File: config.mk
export PLATFORM = sky130hd
export DESIGN_NAME = fsp_ctrl_flat
export DESIGN_NICKNAME = d
export VERILOG_FILES = /design/src/common/fsp_pkg.sv /design/src/common/fsp_if.sv /design/src/fsp_ctrl.sv /design/src/flat_wrapper.sv
export SDC_FILE = /design/constraint.sdc
export NUM_CORES = 1
export LEC_CHECK = 0
export BUFFER_PORTS_ARGS = -buffer_cell sky130_fd_sc_hd__buf_4
export CAP_MARGIN = 25
export CORE_MARGIN = 1.5
export CORE_UTILIZATION = 53
export DETAILED_ROUTE_END_ITERATION = 8
export GPL_ROUTABILITY_DRIVEN = 0
export HOLD_SLACK_MARGIN = 0.12
export PLACE_DENSITY = 0.86
export SLEW_MARGIN = 10
export SYNTH_ARGS = -nofsm -noshare
export SYNTH_HDL_FRONTEND = slang
export SYNTH_SLANG_ARGS = --single-unit
File: constraint.sdc
create_clock -name clk_i -period 5.3 [get_ports clk_i]
set_input_delay 0.265 -clock clk_i [delete_from_list [all_inputs] [get_ports clk_i]]
set_output_delay 0.265 -clock clk_i [all_outputs]
set_load 0.02 [all_outputs]
File: src/common/fsp_pkg.sv
// Package for the flash self-programming control path: control bit
// positions, readback addresses, boot size table and timing counts.
// Assumes a single 10 MHz CPU clock shared by both ends.
package fsp_pkg;
   // Control register bit positions
   localparam int CTL_ENABLE = 0;
   localparam int CTL_ERASE = 1;
   localparam int CTL_WRITE = 2;
   localparam int CTL_LOCK_SEL = 3;
   localparam int CTL_REENABLE = 4;
   localparam int CTL_SIG_SEL = 5;
   localparam int CTL_RWW_BUSY = 6;
   localparam logic [7:0] CTL_RESET = 8'h00;
   // Command patterns, bit 7 ignored
   localparam logic [6:0] CMD_PAGE_LOAD = 7'h01;
   localparam logic [6:0] CMD_PAGE_ERASE = 7'h03;
   localparam logic [6:0] CMD_PAGE_WRITE = 7'h05;
   localparam logic [6:0] CMD_LOCK_WRITE = 7'h09;
   localparam logic [6:0] CMD_LOCK_READ = 7'h09;
   localparam logic [6:0] CMD_RWW_REEN = 7'h11;
   localparam logic [6:0] CMD_SIG_READ = 7'h21;
   // Index pointer addresses for configuration readback
   localparam logic [15:0] ADR_FUSE_LOW = 16'h0000;
   localparam logic [15:0] ADR_LOCK = 16'h0001;
   localparam logic [15:0] ADR_FUSE_EXT = 16'h0002;
   localparam logic [15:0] ADR_FUSE_HIGH = 16'h0003;
   localparam logic [15:0] ADR_SIG1 = 16'h0000;
   localparam logic [15:0] ADR_CAL = 16'h0001;
   localparam logic [15:0] ADR_SIG2 = 16'h0002;
   localparam logic [15:0] ADR_SIG3 = 16'h0004;
   localparam logic [7:0] RESERVED_BYTE = 8'hff;
   // Timed windows in CPU cycles
   localparam int LOAD_WINDOW = 3;
   localparam int STORE_WINDOW = 4;
   // Programming time
   localparam int CLK_HZ = 10_000_000;
   localparam int PROG_MIN_US = 3700;
   localparam int PROG_MAX_US = 4500;
   localparam int PROG_CYCLES = (PROG_MIN_US * (CLK_HZ / 1_000_000) + PROG_MAX_US
                                 * (CLK_HZ / 1_000_000)) / 2;
   // Boot section start per size code
   localparam logic [15:0] BOOT_START_11 = 16'h7e00;
   localparam logic [15:0] BOOT_START_10 = 16'h7c00;
   localparam logic [15:0] BOOT_START_01 = 16'h7800;
   localparam logic [15:0] BOOT_START_00 = 16'h7000;
   localparam logic [12:0] BOOT_WORDS_11 = 13'd512;
   localparam logic [12:0] BOOT_WORDS_10 = 13'd1024;
   localparam logic [12:0] BOOT_WORDS_01 = 13'd2048;
   localparam logic [12:0] BOOT_WORDS_00 = 13'd4096;
   localparam logic [6:0] WORD_SEL_MASK = 7'h7f;
endpackage : fsp_pkg

File: src/common/fsp_if.sv
// Interface between the CPU side (core) and the flash controller side.
// Assumes both ends share clk; strobes are one cycle long.
`timescale 1ns/10ps
`default_nettype none
interface fsp_if (
   input wire logic clk
);
   logic ctl_wr;         // Control register write strobe
   logic [7:0] ctl_wdata; // Control register write data
   logic [7:0] ctl_rdata; // Control register read value
   logic [15:0] zptr;    // Index pointer
   logic [15:0] r1r0;    // Store data
   logic pm_load;        // Program memory load strobe
   logic spm;            // Program memory store strobe
   logic [7:0] load_data; // Load result, valid cycle after the load
   logic eeprom_write_busy; // EEPROM write in progress
   modport ctrl (input clk, ctl_wr, ctl_wdata, zptr, r1r0, pm_load, spm, eeprom_write_busy,
                 output ctl_rdata, load_data);
   modport core (input clk, ctl_rdata, load_data,
                 output ctl_wr, ctl_wdata, zptr, r1r0, pm_load, spm, eeprom_write_busy);
endinterface : fsp_if
`default_nettype wire

File: src/fsp_ctrl.sv
// Flash self-programming controller: control register, timed windows,
// configuration readback, programming timer and boot size decode.
// Assumes the core end drives the interface; flash array is outside.
//
// Operation
// - Lock byte read at index 0x0001
// - Auto-clear select bits on done/timeout
// - Loads read flash once bits clear
// - Lock byte layout bits 5..0
// - Fuse low byte read at 0x0000
// - Fuse high byte read at 0x0003
// - Extended fuse read at 0x0002, bits 2..0
// - Programmed reads zero, unprogrammed one
// - Signature byte read via signature select
// - Signature select auto-clears, three cycles
// - Identity bytes at 0x0000, 0x0002, 0x0004
// - Calibration byte at 0x0001, others reserved
// - Write in progress survives reset
// - Programming lasts 3.7 to 4.5 ms
// - Software polls enable clear first
// - Software waits EEPROM idle, no interrupts
// - Software re-enables busy section
// - Boot size fuses select boot start
// - Page erase pattern, store within four
// - Page write pattern, word bits zero
// - Section busy until re-enable written
//
// Decided for this implementation: the plain strobed port and the address map.
`timescale 1ns/10ps
`default_nettype none
module fsp_ctrl #(
   parameter int PROG_CYC = fsp_pkg::PROG_CYCLES, // Programming duration
   parameter logic [7:0] SIG_BYTE1 = 8'h5a,       // Arbitrary identity value
   parameter logic [7:0] SIG_BYTE2 = 8'h3c,       // Arbitrary identity value
   parameter logic [7:0] SIG_BYTE3 = 8'h11        // Arbitrary identity value
) (
   input wire logic clk_i,               // CPU clock
   input wire logic rst_n_i,             // Sync reset, active low
   fsp_if.ctrl bus,                      // Core side
   input wire logic [5:0] lock_bits_i,   // Stored lock bits, 0 = programmed
   input wire logic [7:0] fuse_low_byte_i,  // Stored fuse low byte
   input wire logic [7:0] fuse_high_byte_i, // Stored fuse high byte
   input wire logic [2:0] extended_fuse_byte_i, // Stored extended fuse
   input wire logic [7:0] osc_cal_i,     // Oscillator calibration byte
   input wire logic [7:0] flash_rdata_i, // Flash array byte at zptr
   output logic flash_erase_o,           // Page erase in progress
   output logic flash_write_o,           // Page write in progress
   output logic lock_write_o,            // Lock write in progress
   output logic [5:0] lock_wdata_o,      // Lock bits to program
   output logic [15:0] prog_page_o,      // Latched page address
   output logic [15:0] boot_start_o,     // Boot section start word
   output logic [12:0] boot_words_o      // Boot section size, words
);
   import fsp_pkg::*;

   typedef enum logic [2:0] {ST_IDLE, ST_ERASE, ST_WRITE, ST_LOCKW} fsp_op_e;

   logic [7:0] ctl_r, ctl_nxt;
   logic [2:0] win_r, win_nxt;
   logic [22:0] tmr_r, tmr_nxt;
   fsp_op_e op_r, op_nxt;
   logic [7:0] rb_r, rb_nxt;
   logic [15:0] page_r, page_nxt;
   logic [5:0] lockw_r, lockw_nxt;
   logic [6:0] cmd;
   logic sp_en;

   assign cmd = ctl_r[6:0] & ~7'h40;
   assign sp_en = ctl_r[CTL_ENABLE];

   // Next-state for control register, window and programming timer
   always_comb begin
      ctl_nxt = ctl_r;
      win_nxt = win_r;
      tmr_nxt = tmr_r;
      op_nxt = op_r;
      page_nxt = page_r;
      lockw_nxt = lockw_r;
      if (op_r != ST_IDLE) begin
         // Enable held for the whole operation; READ_WHILE_WRITE_SECTION busy stays set after it until re-enable
         if (tmr_r == 23'(PROG_CYC - 1)) begin
            op_nxt = ST_IDLE;
            ctl_nxt[CTL_ENABLE] = 1'b0;
            ctl_nxt[CTL_ERASE] = 1'b0;
            ctl_nxt[CTL_WRITE] = 1'b0;
            ctl_nxt[CTL_LOCK_SEL] = 1'b0;
         end else begin
            tmr_nxt = tmr_r + 23'd1;
         end
      end else if (sp_en) begin
         if (bus.spm && cmd == CMD_PAGE_ERASE) begin
            op_nxt = ST_ERASE;
            tmr_nxt = '0;
            page_nxt = bus.zptr;
            ctl_nxt[CTL_RWW_BUSY] = 1'b1;
         end else if (bus.spm && cmd == CMD_PAGE_WRITE &&
                      bus.zptr[7:1] == 7'h00) begin
            op_nxt = ST_WRITE;
            tmr_nxt = '0;
            page_nxt = bus.zptr;
            ctl_nxt[CTL_RWW_BUSY] = 1'b1;
         end else if (bus.spm && cmd == CMD_LOCK_WRITE) begin
            op_nxt = ST_LOCKW;
            tmr_nxt = '0;
            lockw_nxt = bus.r1r0[5:0];
         end else if (bus.spm && cmd != CMD_PAGE_WRITE) begin
            // Page load and re-enable complete at once; a bad page
            // write is not taken and is left to time out
            if (cmd == CMD_RWW_REEN) ctl_nxt[CTL_RWW_BUSY] = 1'b0;
            ctl_nxt = ctl_nxt & ~8'h3f;
         end else if (bus.pm_load && (ctl_r[CTL_LOCK_SEL] || ctl_r[CTL_SIG_SEL]) &&
                      win_r < 3'(LOAD_WINDOW)) begin
            ctl_nxt = ctl_nxt & ~8'h3f;
         end else if ((ctl_r[CTL_SIG_SEL] && win_r == 3'(LOAD_WINDOW - 1)) ||
                      win_r == 3'(STORE_WINDOW - 1)) begin
            ctl_nxt = ctl_nxt & ~8'h3f;
         end else begin
            win_nxt = win_r + 3'd1;
         end
      end
      // A new command is taken only when idle and EEPROM quiet
      if (bus.ctl_wr && op_r == ST_IDLE && !sp_en && !bus.eeprom_write_busy) begin
         // Bit 7 unused; the busy flag belongs to hardware
         ctl_nxt = {1'b0, ctl_r[CTL_RWW_BUSY], bus.ctl_wdata[5:0]};
         win_nxt = '0;
      end
   end

   // Load data: configuration byte while selected, else flash
   always_comb begin
      rb_nxt = rb_r;
      if (bus.pm_load) begin
         rb_nxt = flash_rdata_i;
         if (sp_en && op_r == ST_IDLE && win_r < 3'(LOAD_WINDOW) &&
             cmd == CMD_LOCK_READ) begin
            if (bus.zptr == ADR_LOCK)
               rb_nxt = {2'b11, lock_bits_i};
            else if (bus.zptr == ADR_FUSE_LOW)
               rb_nxt = fuse_low_byte_i;
            else if (bus.zptr == ADR_FUSE_HIGH)
               rb_nxt = fuse_high_byte_i;
            else if (bus.zptr == ADR_FUSE_EXT)
               rb_nxt = {5'h1f, extended_fuse_byte_i};
            else
               rb_nxt = RESERVED_BYTE;
         end else if (sp_en && op_r == ST_IDLE && win_r < 3'(LOAD_WINDOW) &&
                      cmd == CMD_SIG_READ) begin
            if (bus.zptr == ADR_SIG1)
               rb_nxt = SIG_BYTE1;
            else if (bus.zptr == ADR_SIG2)
               rb_nxt = SIG_BYTE2;
            else if (bus.zptr == ADR_SIG3)
               rb_nxt = SIG_BYTE3;
            else if (bus.zptr == ADR_CAL)
               rb_nxt = osc_cal_i;
            else
               rb_nxt = RESERVED_BYTE;
         end
      end
   end

   // Registers; a running operation ignores reset so the write ends
   always_ff @(posedge clk_i) begin
      if (!rst_n_i && op_nxt == ST_IDLE) begin
         // Known load result after reset, never unknown
         rb_r <= RESERVED_BYTE;
         ctl_r <= CTL_RESET;
         win_r <= '0;
         tmr_r <= '0;
         op_r <= ST_IDLE;
         page_r <= '0;
         lockw_r <= '1;
      end else if (!rst_n_i) begin
         // Keep the timer running; only the window restarts
         ctl_r <= ctl_nxt;
         win_r <= '0;
         tmr_r <= tmr_nxt;
         op_r <= op_nxt;
         rb_r <= rb_nxt;
         page_r <= page_r;
         lockw_r <= lockw_r;
      end else begin
         ctl_r <= ctl_nxt;
         rb_r <= rb_nxt;
         win_r <= win_nxt;
         tmr_r <= tmr_nxt;
         op_r <= op_nxt;
         page_r <= page_nxt;
         lockw_r <= lockw_nxt;
      end
   end

   // Boot section decode from the size fuses (fuse high bits 2:1)
   always_comb begin
      case (fuse_high_byte_i[2:1])
         2'b11: begin boot_start_o = BOOT_START_11; boot_words_o = BOOT_WORDS_11; end
         2'b10: begin boot_start_o = BOOT_START_10; boot_words_o = BOOT_WORDS_10; end
         2'b01: begin boot_start_o = BOOT_START_01; boot_words_o = BOOT_WORDS_01; end
         default: begin boot_start_o = BOOT_START_00; boot_words_o = BOOT_WORDS_00; end
      endcase
   end

   assign bus.ctl_rdata = ctl_r;
   assign bus.load_data = rb_r;
   assign flash_erase_o = (op_r == ST_ERASE);
   assign flash_write_o = (op_r == ST_WRITE);
   assign lock_write_o = (op_r == ST_LOCKW);
   assign lock_wdata_o = lockw_r;
   assign prog_page_o = page_r;
endmodule : fsp_ctrl
`default_nettype wire

File: src/flat_wrapper.sv
// flat-port wrapper written by rule: the top's interface ports become plain ports
module fsp_ctrl_flat import fsp_pkg::*;
#(
   parameter int PROG_CYC = fsp_pkg::PROG_CYCLES,                        
   parameter logic [7:0] SIG_BYTE1 = 8'h5a,                                  
   parameter logic [7:0] SIG_BYTE2 = 8'h3c,                                  
   parameter logic [7:0] SIG_BYTE3 = 8'h11                                   
)
  (clk_i, rst_n_i, lock_bits_i, fuse_low_byte_i, fuse_high_byte_i, extended_fuse_byte_i, osc_cal_i, flash_rdata_i, flash_erase_o, flash_write_o, lock_write_o, lock_wdata_o, prog_page_o, boot_start_o, boot_words_o, clk, bus_ctl_wr, bus_ctl_wdata, bus_zptr, bus_r1r0, bus_pm_load, bus_spm, bus_eeprom_write_busy, bus_ctl_rdata, bus_load_data);
  fsp_if bus_i (.clk(clk));
  input wire logic clk_i;
  input wire logic rst_n_i;
  input wire logic [5:0] lock_bits_i;
  input wire logic [7:0] fuse_low_byte_i;
  input wire logic [7:0] fuse_high_byte_i;
  input wire logic [2:0] extended_fuse_byte_i;
  input wire logic [7:0] osc_cal_i;
  input wire logic [7:0] flash_rdata_i;
  output logic flash_erase_o;
  output logic flash_write_o;
  output logic lock_write_o;
  output logic [5:0] lock_wdata_o;
  output logic [15:0] prog_page_o;
  output logic [15:0] boot_start_o;
  output logic [12:0] boot_words_o;
  input wire logic clk;
  input wire logic [$bits(bus_i.ctl_wr)-1:0] bus_ctl_wr;
  input wire logic [$bits(bus_i.ctl_wdata)-1:0] bus_ctl_wdata;
  input wire logic [$bits(bus_i.zptr)-1:0] bus_zptr;
  input wire logic [$bits(bus_i.r1r0)-1:0] bus_r1r0;
  input wire logic [$bits(bus_i.pm_load)-1:0] bus_pm_load;
  input wire logic [$bits(bus_i.spm)-1:0] bus_spm;
  input wire logic [$bits(bus_i.eeprom_write_busy)-1:0] bus_eeprom_write_busy;
  output wire logic [$bits(bus_i.ctl_rdata)-1:0] bus_ctl_rdata;
  output wire logic [$bits(bus_i.load_data)-1:0] bus_load_data;
  assign bus_i.ctl_wr = bus_ctl_wr;
  assign bus_i.ctl_wdata = bus_ctl_wdata;
  assign bus_i.zptr = bus_zptr;
  assign bus_i.r1r0 = bus_r1r0;
  assign bus_i.pm_load = bus_pm_load;
  assign bus_i.spm = bus_spm;
  assign bus_i.eeprom_write_busy = bus_eeprom_write_busy;
  assign bus_ctl_rdata = bus_i.ctl_rdata;
  assign bus_load_data = bus_i.load_data;
  fsp_ctrl #(.PROG_CYC(PROG_CYC), .SIG_BYTE1(SIG_BYTE1), .SIG_BYTE2(SIG_BYTE2), .SIG_BYTE3(SIG_BYTE3)) u_core (.clk_i(clk_i), .rst_n_i(rst_n_i), .bus(bus_i), .lock_bits_i(lock_bits_i), .fuse_low_byte_i(fuse_low_byte_i), .fuse_high_byte_i(fuse_high_byte_i), .extended_fuse_byte_i(extended_fuse_byte_i), .osc_cal_i(osc_cal_i), .flash_rdata_i(flash_rdata_i), .flash_erase_o(flash_erase_o), .flash_write_o(flash_write_o), .lock_write_o(lock_write_o), .lock_wdata_o(lock_wdata_o), .prog_page_o(prog_page_o), .boot_start_o(boot_start_o), .boot_words_o(boot_words_o));
endmodule
; ---- Word-level counts from Yosys, hierarchy flattened
; Index checks and enable logic that the tools add are counted.
[totals]
register_bits = 66
out_inout_bits = 70
[op_classes]
addsub = 2
magnitude_cmp = 1
n_eq_ne = 29
mux = 40
bitwise = 9
n_reduce_logical = 43
[ops]
columns = operator, count
row1 = 2-to-1 mux 23 bit, 6
row2 = 2-to-1 mux 8 bit, 12
row3 = one-hot mux 13 bit (3 select lines), 1
row4 = one-hot mux 12 bit (3 select lines), 1
row5 = == test 16 x 2 -> 1 bit (second input constant), 2
row6 = 2-to-1 mux 16 bit, 2
row7 = 2-to-1 mux 6 bit, 5
row8 = AND reduction 6 bit, 4
row9 = adder 23 x 1 -> 23 bit (second input constant), 1
row10 = == test 23 x 16 -> 1 bit (second input constant), 1
row11 = 2-to-1 mux 3 bit, 7
row12 = == test 16 x 1 -> 1 bit (second input constant), 1
row13 = == test 16 x 3 -> 1 bit (second input constant), 1
row14 = logical AND 1 bit, 16
row15 = zero test 16 bit, 1
row16 = == test 3 x 2 -> 1 bit (second input constant), 4
row17 = nonzero test 3 bit, 4
row18 = inequality test 2 bit (second input constant), 5
row19 = inequality test 3 x 2 -> 1 bit (second input constant), 3
row20 = NOT 1 bit, 9
row21 = 2-to-1 mux 4 bit, 2
row22 = AND reduction 8 bit, 1
row23 = nonzero test 4 bit, 2
row24 = zero test 7 bit, 1
row25 = 23 further kinds, 32

; ---- Longest topological paths before layout
; Gate-level depths: netlist (run 1).
[logic_depth]
depth_word = 12
depth_mapped = 8

; ---- Worst setup path before layout (run 1)
; No wires, ideal clock.
[synth_path]
path_type = reg2reg
start = register u_core.ctl_r[2] (netlist: u_core.bus.ctl_rdata[2])
end = register u_core.page_r[10] (netlist: u_core.prog_page_o[10])
arrival_time_ns = 2.118
t_required_ns = 5.172
slack_ns = 3.055
stages_incl_launch_ff = 7
period_less_slack_ns = 2.245
path_cell_list = dfxtp_1 -> nor4bb_1 -> nor4b_1 -> o2111ai_2 -> buf_4 -> mux2i_1 -> nor2_1
[synth_via]
elab_chain_cells = 9
word_cells_on_any_way = 17
classes_between = eq/ne: 3 / mux: 6 / reduce/logical: 8
[synth_lines]
columns = element, line_no
row1 = "start, declared", fsp_ctrl.sv:58  ; logic [7:0] ctl_r, ctl_nxt;
row2 = "start signal, assigned", fsp_ctrl.sv:175  ; ctl_r <= ctl_nxt;
row3 = "start signal, assigned", fsp_ctrl.sv:183  ; ctl_r <= ctl_nxt;
row4 = == test 6 x 4 -> 1 bit / == test 6 x 3 -> 1 bit (equally long branches), "fsp_ctrl.sv:102, fsp_ctrl.sv:96"
row5 = logical AND 1 bit (on tied branches), "fsp_ctrl.sv:102, fsp_ctrl.sv:96"
row6 = 2-to-1 mux 3 bit / logical AND 1 bit (equally long branches), "fsp_ctrl.sv:102, fsp_ctrl.sv:96"
row7 = 2-to-1 mux 3 bit, fsp_ctrl.sv:96  ; end else if (bus.spm && cmd == CMD_PAGE_WRITE &&
row8 = 2-to-1 mux 3 bit, fsp_ctrl.sv:91  ; if (bus.spm && cmd == CMD_PAGE_ERASE) begin
row9 = 2-to-1 mux 3 bit, fsp_ctrl.sv:90  ; end else if (sp_en) begin
row10 = 2-to-1 mux 3 bit, fsp_ctrl.sv:79  ; if (op_r != ST_IDLE) begin
row11 = zero test 3 bit, fsp_ctrl.sv:164  ; if (!rst_n_i && op_nxt == ST_IDLE) begin
row12 = logical AND 1 bit, fsp_ctrl.sv:164
row13 = "end signal, assigned", fsp_ctrl.sv:180  ; page_r <= page_r;
row14 = "end signal, assigned", fsp_ctrl.sv:188  ; page_r <= page_nxt;
row15 = "end, declared", fsp_ctrl.sv:63  ; logic [15:0] page_r, page_nxt;
; Parallel ways exist; a longest one is shown, timed or not.
; A chain may end at the register's enable or synchronous reset.

; ---- Final worst setup path (run 1)
[layout_path]
start = register u_core.ctl_r[2] (netlist: u_core.bus.ctl_rdata[2])
end = register u_core.page_r[13] (netlist: u_core.prog_page_o[13])
; Same word-level chain as after synthesis.

==> results.py, run 1 <==
metrics = {
    "clocking": {
        "cts_resized": 0,
        "clkSinkCount": 66,
        "clk_latency_ps": 340,
        "cts_root_buf": "clkbuf_8",
        "cts_setup_buffers": 0,
        "numCtsBuffers": 9,
        "cts_tree": "yes",
        "cts_max_level": 3,
        "cts_hold_buf": 0,
        "clk_path_buf_depth": 2,
        "clk_pin_slew_worst_paths_ps": 70,
    },
    "sta": {
        "setup_tns_ps": 0,
        "tightest_slew_ps": 874,
        "relSlewSlack": 0.408,
        "fin_ws_ps": 2610,
        "fin_crit_sh": 0.508,
        "skew_ps": 10.2,
        "final-setup-viol-count": 0,
        "rsz0062_at_grt": "no",
        "fmax_ghz": 0.371,
        "slew_violations": 0,
        "finalHoldViolCount": 0,
        "layout_min_cycle_time_ps": 2690,
    },
    "synthesis": {
        "synth_top_area_cell": "dfxtp_1",
        "syn_avg_cell_area_um2": 8.24,
        "synth_simple_gate_area_frac": 0.257,
        "synth_most_common_cell": "dfxtp_1",
        "synth_compound_area_frac": 0.216,
        "synth_top_family_by_area": "simple AND/OR/NAND/NOR gates",
        "synth_xor_area_frac": 0.00216,
        "netlist_instances": 492,
        "netlist-cell-type-count": 64,
        "synth_ff_type": "dfxtp_1",
        "yosys-mux-area-fraction": 0.0981,
        "ys_ff_latch": 66,
        "synth_edf_count": 0,
        "synthAdderAreaFrac": 0.0123,
        "synth_top_area_frac": 0.326,
        "synth_common_cells": "66 x dfxtp_1, 40 x nand2_1, 36 x o21ai_0",
        "ys_seq_area_frac": 0.326,
        "synth_warnings": 0,
        "synthArstFlopShare": 0,
        "syn_area_um2": 4050,
        "yosys-top-cells-area": "dfxtp_1 33%, mux2i_1 8.1%, buf_4 4.8%",
    },
    "floorplanning": {
        "die_height_um": 90.5,
        "rows": 31,
        "io_pins": 158,
        "die-area_um2": 8180,
        "dieWidth_um": 90.5,
        "initial_core_util": 0.553,
        "core_area_um2": 7330,
    },
    "hold_path": {
        "min-delay-path-class": "input pin to flop",
        "min_from": "bus_r1r0[4]",
    },
    "grt": {
        "grt_pass1_vias": 4007,
        "grt_first_pass_wirelength_um": 18400,
        "track_usage": 0.275,
        "antenna_found_initial": 0,
        "grt_max_degree": 28,
        "grt_overflow": 0,
    },
    "routing": {
        "post_drt_wl_per_cell_um": 16.1,
        "first_pass_iters": 6,
        "postRouteAntennaNets": 0,
        "drt-vias-per-instance": 5.89,
        "via_count": 4136,
        "wl_um": 11300,
        "drc": 0,
        "drt_iter0_markers": 233,
    },
    "cells_and_area": {
        "antenna_cells": 0,
        "finalNonFillerCells": 702,
        "fin_nets": 690,
        "syn_to_final_growth_pct": 25.7,
        "drive_gt1_frac": 0.265,
    },
    "worst_setup_path": {
        "worstPathRequired_ps": 5520,
        "crit_path_end_kind": "flop",
        "r2r-start": "u_core.bus.ctl_rdata[2]",
        "startpoint": "u_core.bus.ctl_rdata[2]",
        "cp_cell_sequence": "nor4bb_1, nor4b_1, o2111ai_2, buf_8, mux2i_1, nor2_1",
        "path_class": "flop to flop",
        "crit_fanout": 10,
        "worst-path-buf-inv": 1,
        "slowest_stage": "nor4b_1",
        "critPathLaunchType": "flop",
        "path_delay_family": "simple AND/OR/NAND/NOR gates",
        "critPathMaxStageDelay_ps": 570,
        "arrival_ps": 2920,
    },
    "run": {
        "maxCapViolCount": 0,
    },
    "pwr": {
        "max-vdd-ir-drop_v": 0.000149,
        "leakagePower_nw": 2.27,
        "power.density_nw_per_um2": 208,
    },
    "outcome": {
        "status": "finished, final reports clean",
    },
    "place": {
        "io_buffers": 121,
        "dp.cells": 686,
        "dp_worst_setup_slack_ps": 2670,
        "dpl.hpwl_um": 8520,
    },
}
## tightest hold or removal path, stage by stage
cell and delay, ps:
buf_4 70, mux2i_1 50, nand2_1 60
## routing by layer
metal  GRT usage  routed length (µm)
met5           0                   0
met4      0.0794                 165
met3      0.0791                 772
met2       0.496                5920
met1       0.313                4420
## worst paths after layout
check / cells past startpoint / end / slack [ps]
min reg2reg: 2 / u_core.bus.ctl_rdata[6] / 470
max reg2reg: 6 / u_core.prog_page_o[13] / 2610
max: 6 / u_core.prog_page_o[13] / 2610
min: 3 / u_core.lock_wdata_o[4] / 140
## metrics by stage
step / total power [mW] / util / hold WS, ps / area, µm²
6_report: 1.06 / 0.695 / 140 / 5100
5_1_grt: 1.10 / 0.695 / 126 / 5100
4_1_cts: 1.06 / 0.695 / 127 / 5100
3_5_place_dp: 0.661 / 0.670 / 466 / 4910
3_3_place_gp: 0.658 / 0.667 / 459 / 4890
2_1_floorplan: 0.603 / - / 392 / 4130
## kinds of logic (layout without fill, tap and decap cells)
group / after synthesis / count (layout)
buffers and inverters: 65 / 155
AO/OA/AOI/OAI: 134 / 134
other: 2 / 23
multiplexers: 36 / 36
flip-flops: 66 / 66
adder cells (fa/ha/maj): 4 / 4
XOR/XNOR: 1 / 1
AND/OR/NAND/NOR: 184 / 184
## sequential cells by signal, indices dropped and copies added (netlist names)
name                  count
u_core.bus.ctl_rdata      7
u_core.bus.load_data      8
u_core.lock_wdata_o       6
u_core.op_r               3
u_core.prog_page_o       16
u_core.tmr_r             23
u_core.win_r              3
## cell type report
class	count	area (µm²)
multi-input combinational	382	2460
tap	99	124
sequential	66	1320
inverter	12	45.0
clock inverter	6	57.6
fill	592	2230
timing repair buffer	127	961
clock buffer	10	128
## cell usage in the layout (no fill, tap or decap), types with 3 or more instances in the layout
cell	synthesis	routed
a211o_1	3	3
a211oi_1	9	9
a21boi_0	3	3
a21o_1	7	7
a21oi_1	31	31
a31oi_1	3	3
and2_1	6	6
and3_1	7	7
and4_1	4	4
buf_4	26	126
clkbuf_8	0	9
clkinv_2	0	4
conb_1	2	23
dfxtp_1	66	66
ha_1	4	4
inv_1	11	11
mux2i_1	33	33
mux4_2	3	3
nand2_1	40	40
nand3_1	18	18
nand4_1	11	11
nor2_1	35	35
nor2b_1	6	6
nor3_1	8	8
nor3b_1	3	3
nor4_1	7	7
nor4b_1	3	3
nor4bb_1	4	4
o211ai_1	10	10
o21ai_0	36	36
o21bai_1	6	6
o32ai_1	7	7
or2_2	3	3
or3_1	4	4
or4_1	7	7
or4_4	3	3
## power by group
group / internal (mW) / switching (mW)
logic: 0.0700 / 0.0715
registers: 0.504 / 0.00522
clock network: 0.214 / 0.194
total: 0.788 / 0.270
No activity file was read; power rests on OpenSTA's default activity.
==> run 2: changes to the inputs <==
Settings changed: ABC_AREA set to 1, CORE_UTILIZATION 53 to 51, PLACE_DENSITY 0.86 to 0.81.
Clock period 5.3 ns to 2.8 ns, I/O delays scaled along.
==> run 2 against run 1 <==
Against the previous run: clock skew is 2.2 ps higher; area after synthesis is 14% higher; largest power group unchanged; synthesized cell count is 51% higher; largest cell class unchanged; design area is 13% higher; first-iteration DRC count is 24% higher; die area is 18% higher; critical endpoint is now u_core.bus.load_data[1].
==> results.py, run 2 <==
metrics = {
    "grt": {
        "grt_max_degree": 35,
        "grt_first_pass_wirelength_um": 21200,
        "grt_pass1_vias": 4900,
        "grt_overflow": 0,
        "antenna_found_initial": 0,
        "track_usage": 0.265,
    },
    "worst_setup_path": {
        "cp_cell_sequence": "ha_1, nand3_1, nor2_1, nand3_2, nand2_2, nand2_2, nand2_4, nand2_8, inv_6, nor2_1, nand2_1",
        "critPathMaxStageDelay_ps": 460,
        "startpoint": "u_core.tmr_r[0]",
        "r2r-start": "u_core.tmr_r[0]",
        "slowest_stage": "dfxtp_1",
        "worstPathRequired_ps": 3080,
        "crit_fanout": 34,
        "crit_path_end_kind": "flop",
        "arrival_ps": 2550,
        "critPathLaunchType": "flop",
        "path_class": "flop to flop",
    },
    "clocking": {
        "cts_max_level": 3,
        "cts_tree": "yes",
        "cts_setup_buffers": 0,
        "clkSinkCount": 66,
        "numCtsBuffers": 9,
        "cts_resized": 0,
        "clk_path_buf_depth": 2,
        "clk_latency_ps": 350,
        "cts_hold_buf": 9,
        "clk_pin_slew_worst_paths_ps": 70,
        "cts_root_buf": "clkbuf_8",
    },
    "floorplanning": {
        "io_pins": 158,
        "dieWidth_um": 98.1,
        "die-area_um2": 9620,
        "die_height_um": 98.1,
        "rows": 34,
        "initial_core_util": 0.529,
        "core_area_um2": 8720,
    },
    "synthesis": {
        "ys_ff_latch": 66,
        "synth_top_area_frac": 0.287,
        "synthArstFlopShare": 0,
        "yosys-top-cells-area": "dfxtp_1 29%, nand2_1 17%, nand3_1 8.7%",
        "synth_ff_type": "dfxtp_1",
        "syn_avg_cell_area_um2": 6.20,
        "synth_edf_count": 0,
        "synth_most_common_cell": "nand2_1",
        "netlist_instances": 744,
        "syn_area_um2": 4610,
        "synth_top_area_cell": "dfxtp_1",
        "ys_seq_area_frac": 0.287,
        "synth_warnings": 0,
        "netlist-cell-type-count": 38,
        "synth_common_cells": "205 x nand2_1, 93 x nor2_1, 91 x inv_1",
    },
    "place": {
        "io_buffers": 121,
        "dpl.hpwl_um": 9540,
        "place_area_um2": 5470,
        "dp.cells": 957,
        "dp_worst_setup_slack_ps": 568,
    },
    "routing": {
        "wl_um": 12600,
        "drt-vias-per-instance": 5.22,
        "postRouteAntennaNets": 0,
        "first_pass_iters": 4,
        "drc": 0,
        "post_drt_wl_per_cell_um": 12.8,
        "drt_iter0_markers": 289,
        "via_count": 5125,
    },
    "sta": {
        "fin_crit_sh": 0.810,
        "skew_ps": 12.4,
        "tightest_slew_ps": 550,
        "layout_min_cycle_time_ps": 2270,
        "slew_violations": 0,
        "fmax_ghz": 0.441,
        "setup_tns_ps": 0,
        "final-setup-viol-count": 0,
        "rsz0062_at_grt": "no",
        "relSlewSlack": 0.633,
        "fin_ws_ps": 532,
        "finalHoldViolCount": 0,
    },
    "cells_and_area": {
        "fin_nets": 961,
        "drive_gt1_frac": 0.237,
        "layout_common_cells": "205 x nand2_1, 124 x buf_4, 93 x nor2_1, 91 x inv_1, 80 x nand3_1",
        "syn_to_final_growth_pct": 25.4,
        "layout_commonest_cell": "nand2_1",
        "antenna_cells": 0,
        "regArea_um2": 1320,
        "largest_reg_flops": 23,
        "fillers": 782,
        "finalNonFillerCells": 981,
        "top_register": "u_core.tmr_r",
        "multi_input_area_um2": 2700,
        "fin_area_um2": 5780,
    },
    "outcome": {
        "status": "finished, final reports clean",
    },
    "pwr": {
        "power.density_nw_per_um2": 478,
        "leakagePower_nw": 2.95,
        "max-vdd-ir-drop_v": 0.000274,
        "power_mw": 2.76,
    },
    "hold_path": {
        "min_from": "flash_rdata_i[7]",
        "min-delay-path-class": "input pin to flop",
    },
    "run": {
        "maxCapViolCount": 0,
    },
}
-- run 2: changes by cell type after synthesis, moves of 16 or more --
cell / before / now
a21oi_1: 31 / 13
a21oi_2: 0 / 26
clkbuf_1: 21 / 5
inv_1: 11 / 91
mux2i_1: 33 / 0
nand2_1: 40 / 205
nand3_1: 18 / 80
nor2_1: 35 / 93
-- run 2: path summary, 6_finish.rpt --
kind	end	slack, ps	cells after the start
min reg2reg	u_core.lock_wdata_o[5]	490	2
max	u_core.bus.load_data[1]	530	11
max reg2reg	u_core.bus.load_data[1]	530	11
min	u_core.bus.load_data[7]	120	5
-- run 2: power by group --
part           switching, mW  internal, mW  leakage (nW)  total, mW
clock                  0.366         0.547         0.110      0.912
combinational          0.379         0.298          2.29      0.677
sequential             0.132          1.04         0.545       1.17
-- run 2: logic make-up after synthesis --
kind of cell | share of synthesized area
simple gates | 0.451
buf+inv | 0.145
fa+ha+maj | 0.0109
compound gates | 0.103
other cells | 0.00163
flops | 0.287
xor+xnor | 0.00190
-- run 2: cell type report --
class | instances | area share
sequential | 66 | 0.229
tap | 108 | 0.0234
clock buffer | 13 | 0.0275
clock inverter | 2 | 0.0104
multi-input combinational | 558 | 0.467
timing repair buffer | 133 | 0.177
inverter | 101 | 0.0665
-- run 2: critical path: cells and delay by family, from the launching register on --
kind | cells | cell delay, ps
flops | 1 | 460
buf+inv | 1 | 340
fa+ha+maj | 1 | 330
simple gates | 9 | 1020
-- run 2: routing by layer --
layer  GRT usage  part of all wire  wire length, µm  vias to the layer above
li1            -                 -                -                     2572
met1       0.308              0.40             5100                     2275
met2       0.448              0.48             6030                      220
met3      0.0580             0.067              850                       58
met4       0.155             0.049              617                        0
met5           0                 0                0                        -
-- run 2: metrics by stage --
stage / utilization / hold WS [ps]
finish: 0.663 / 125
global route: 0.663 / 148
CTS: 0.663 / 123
detailed placement: 0.627 / 410
global placement: 0.627 / 407
floorplan: - / 292
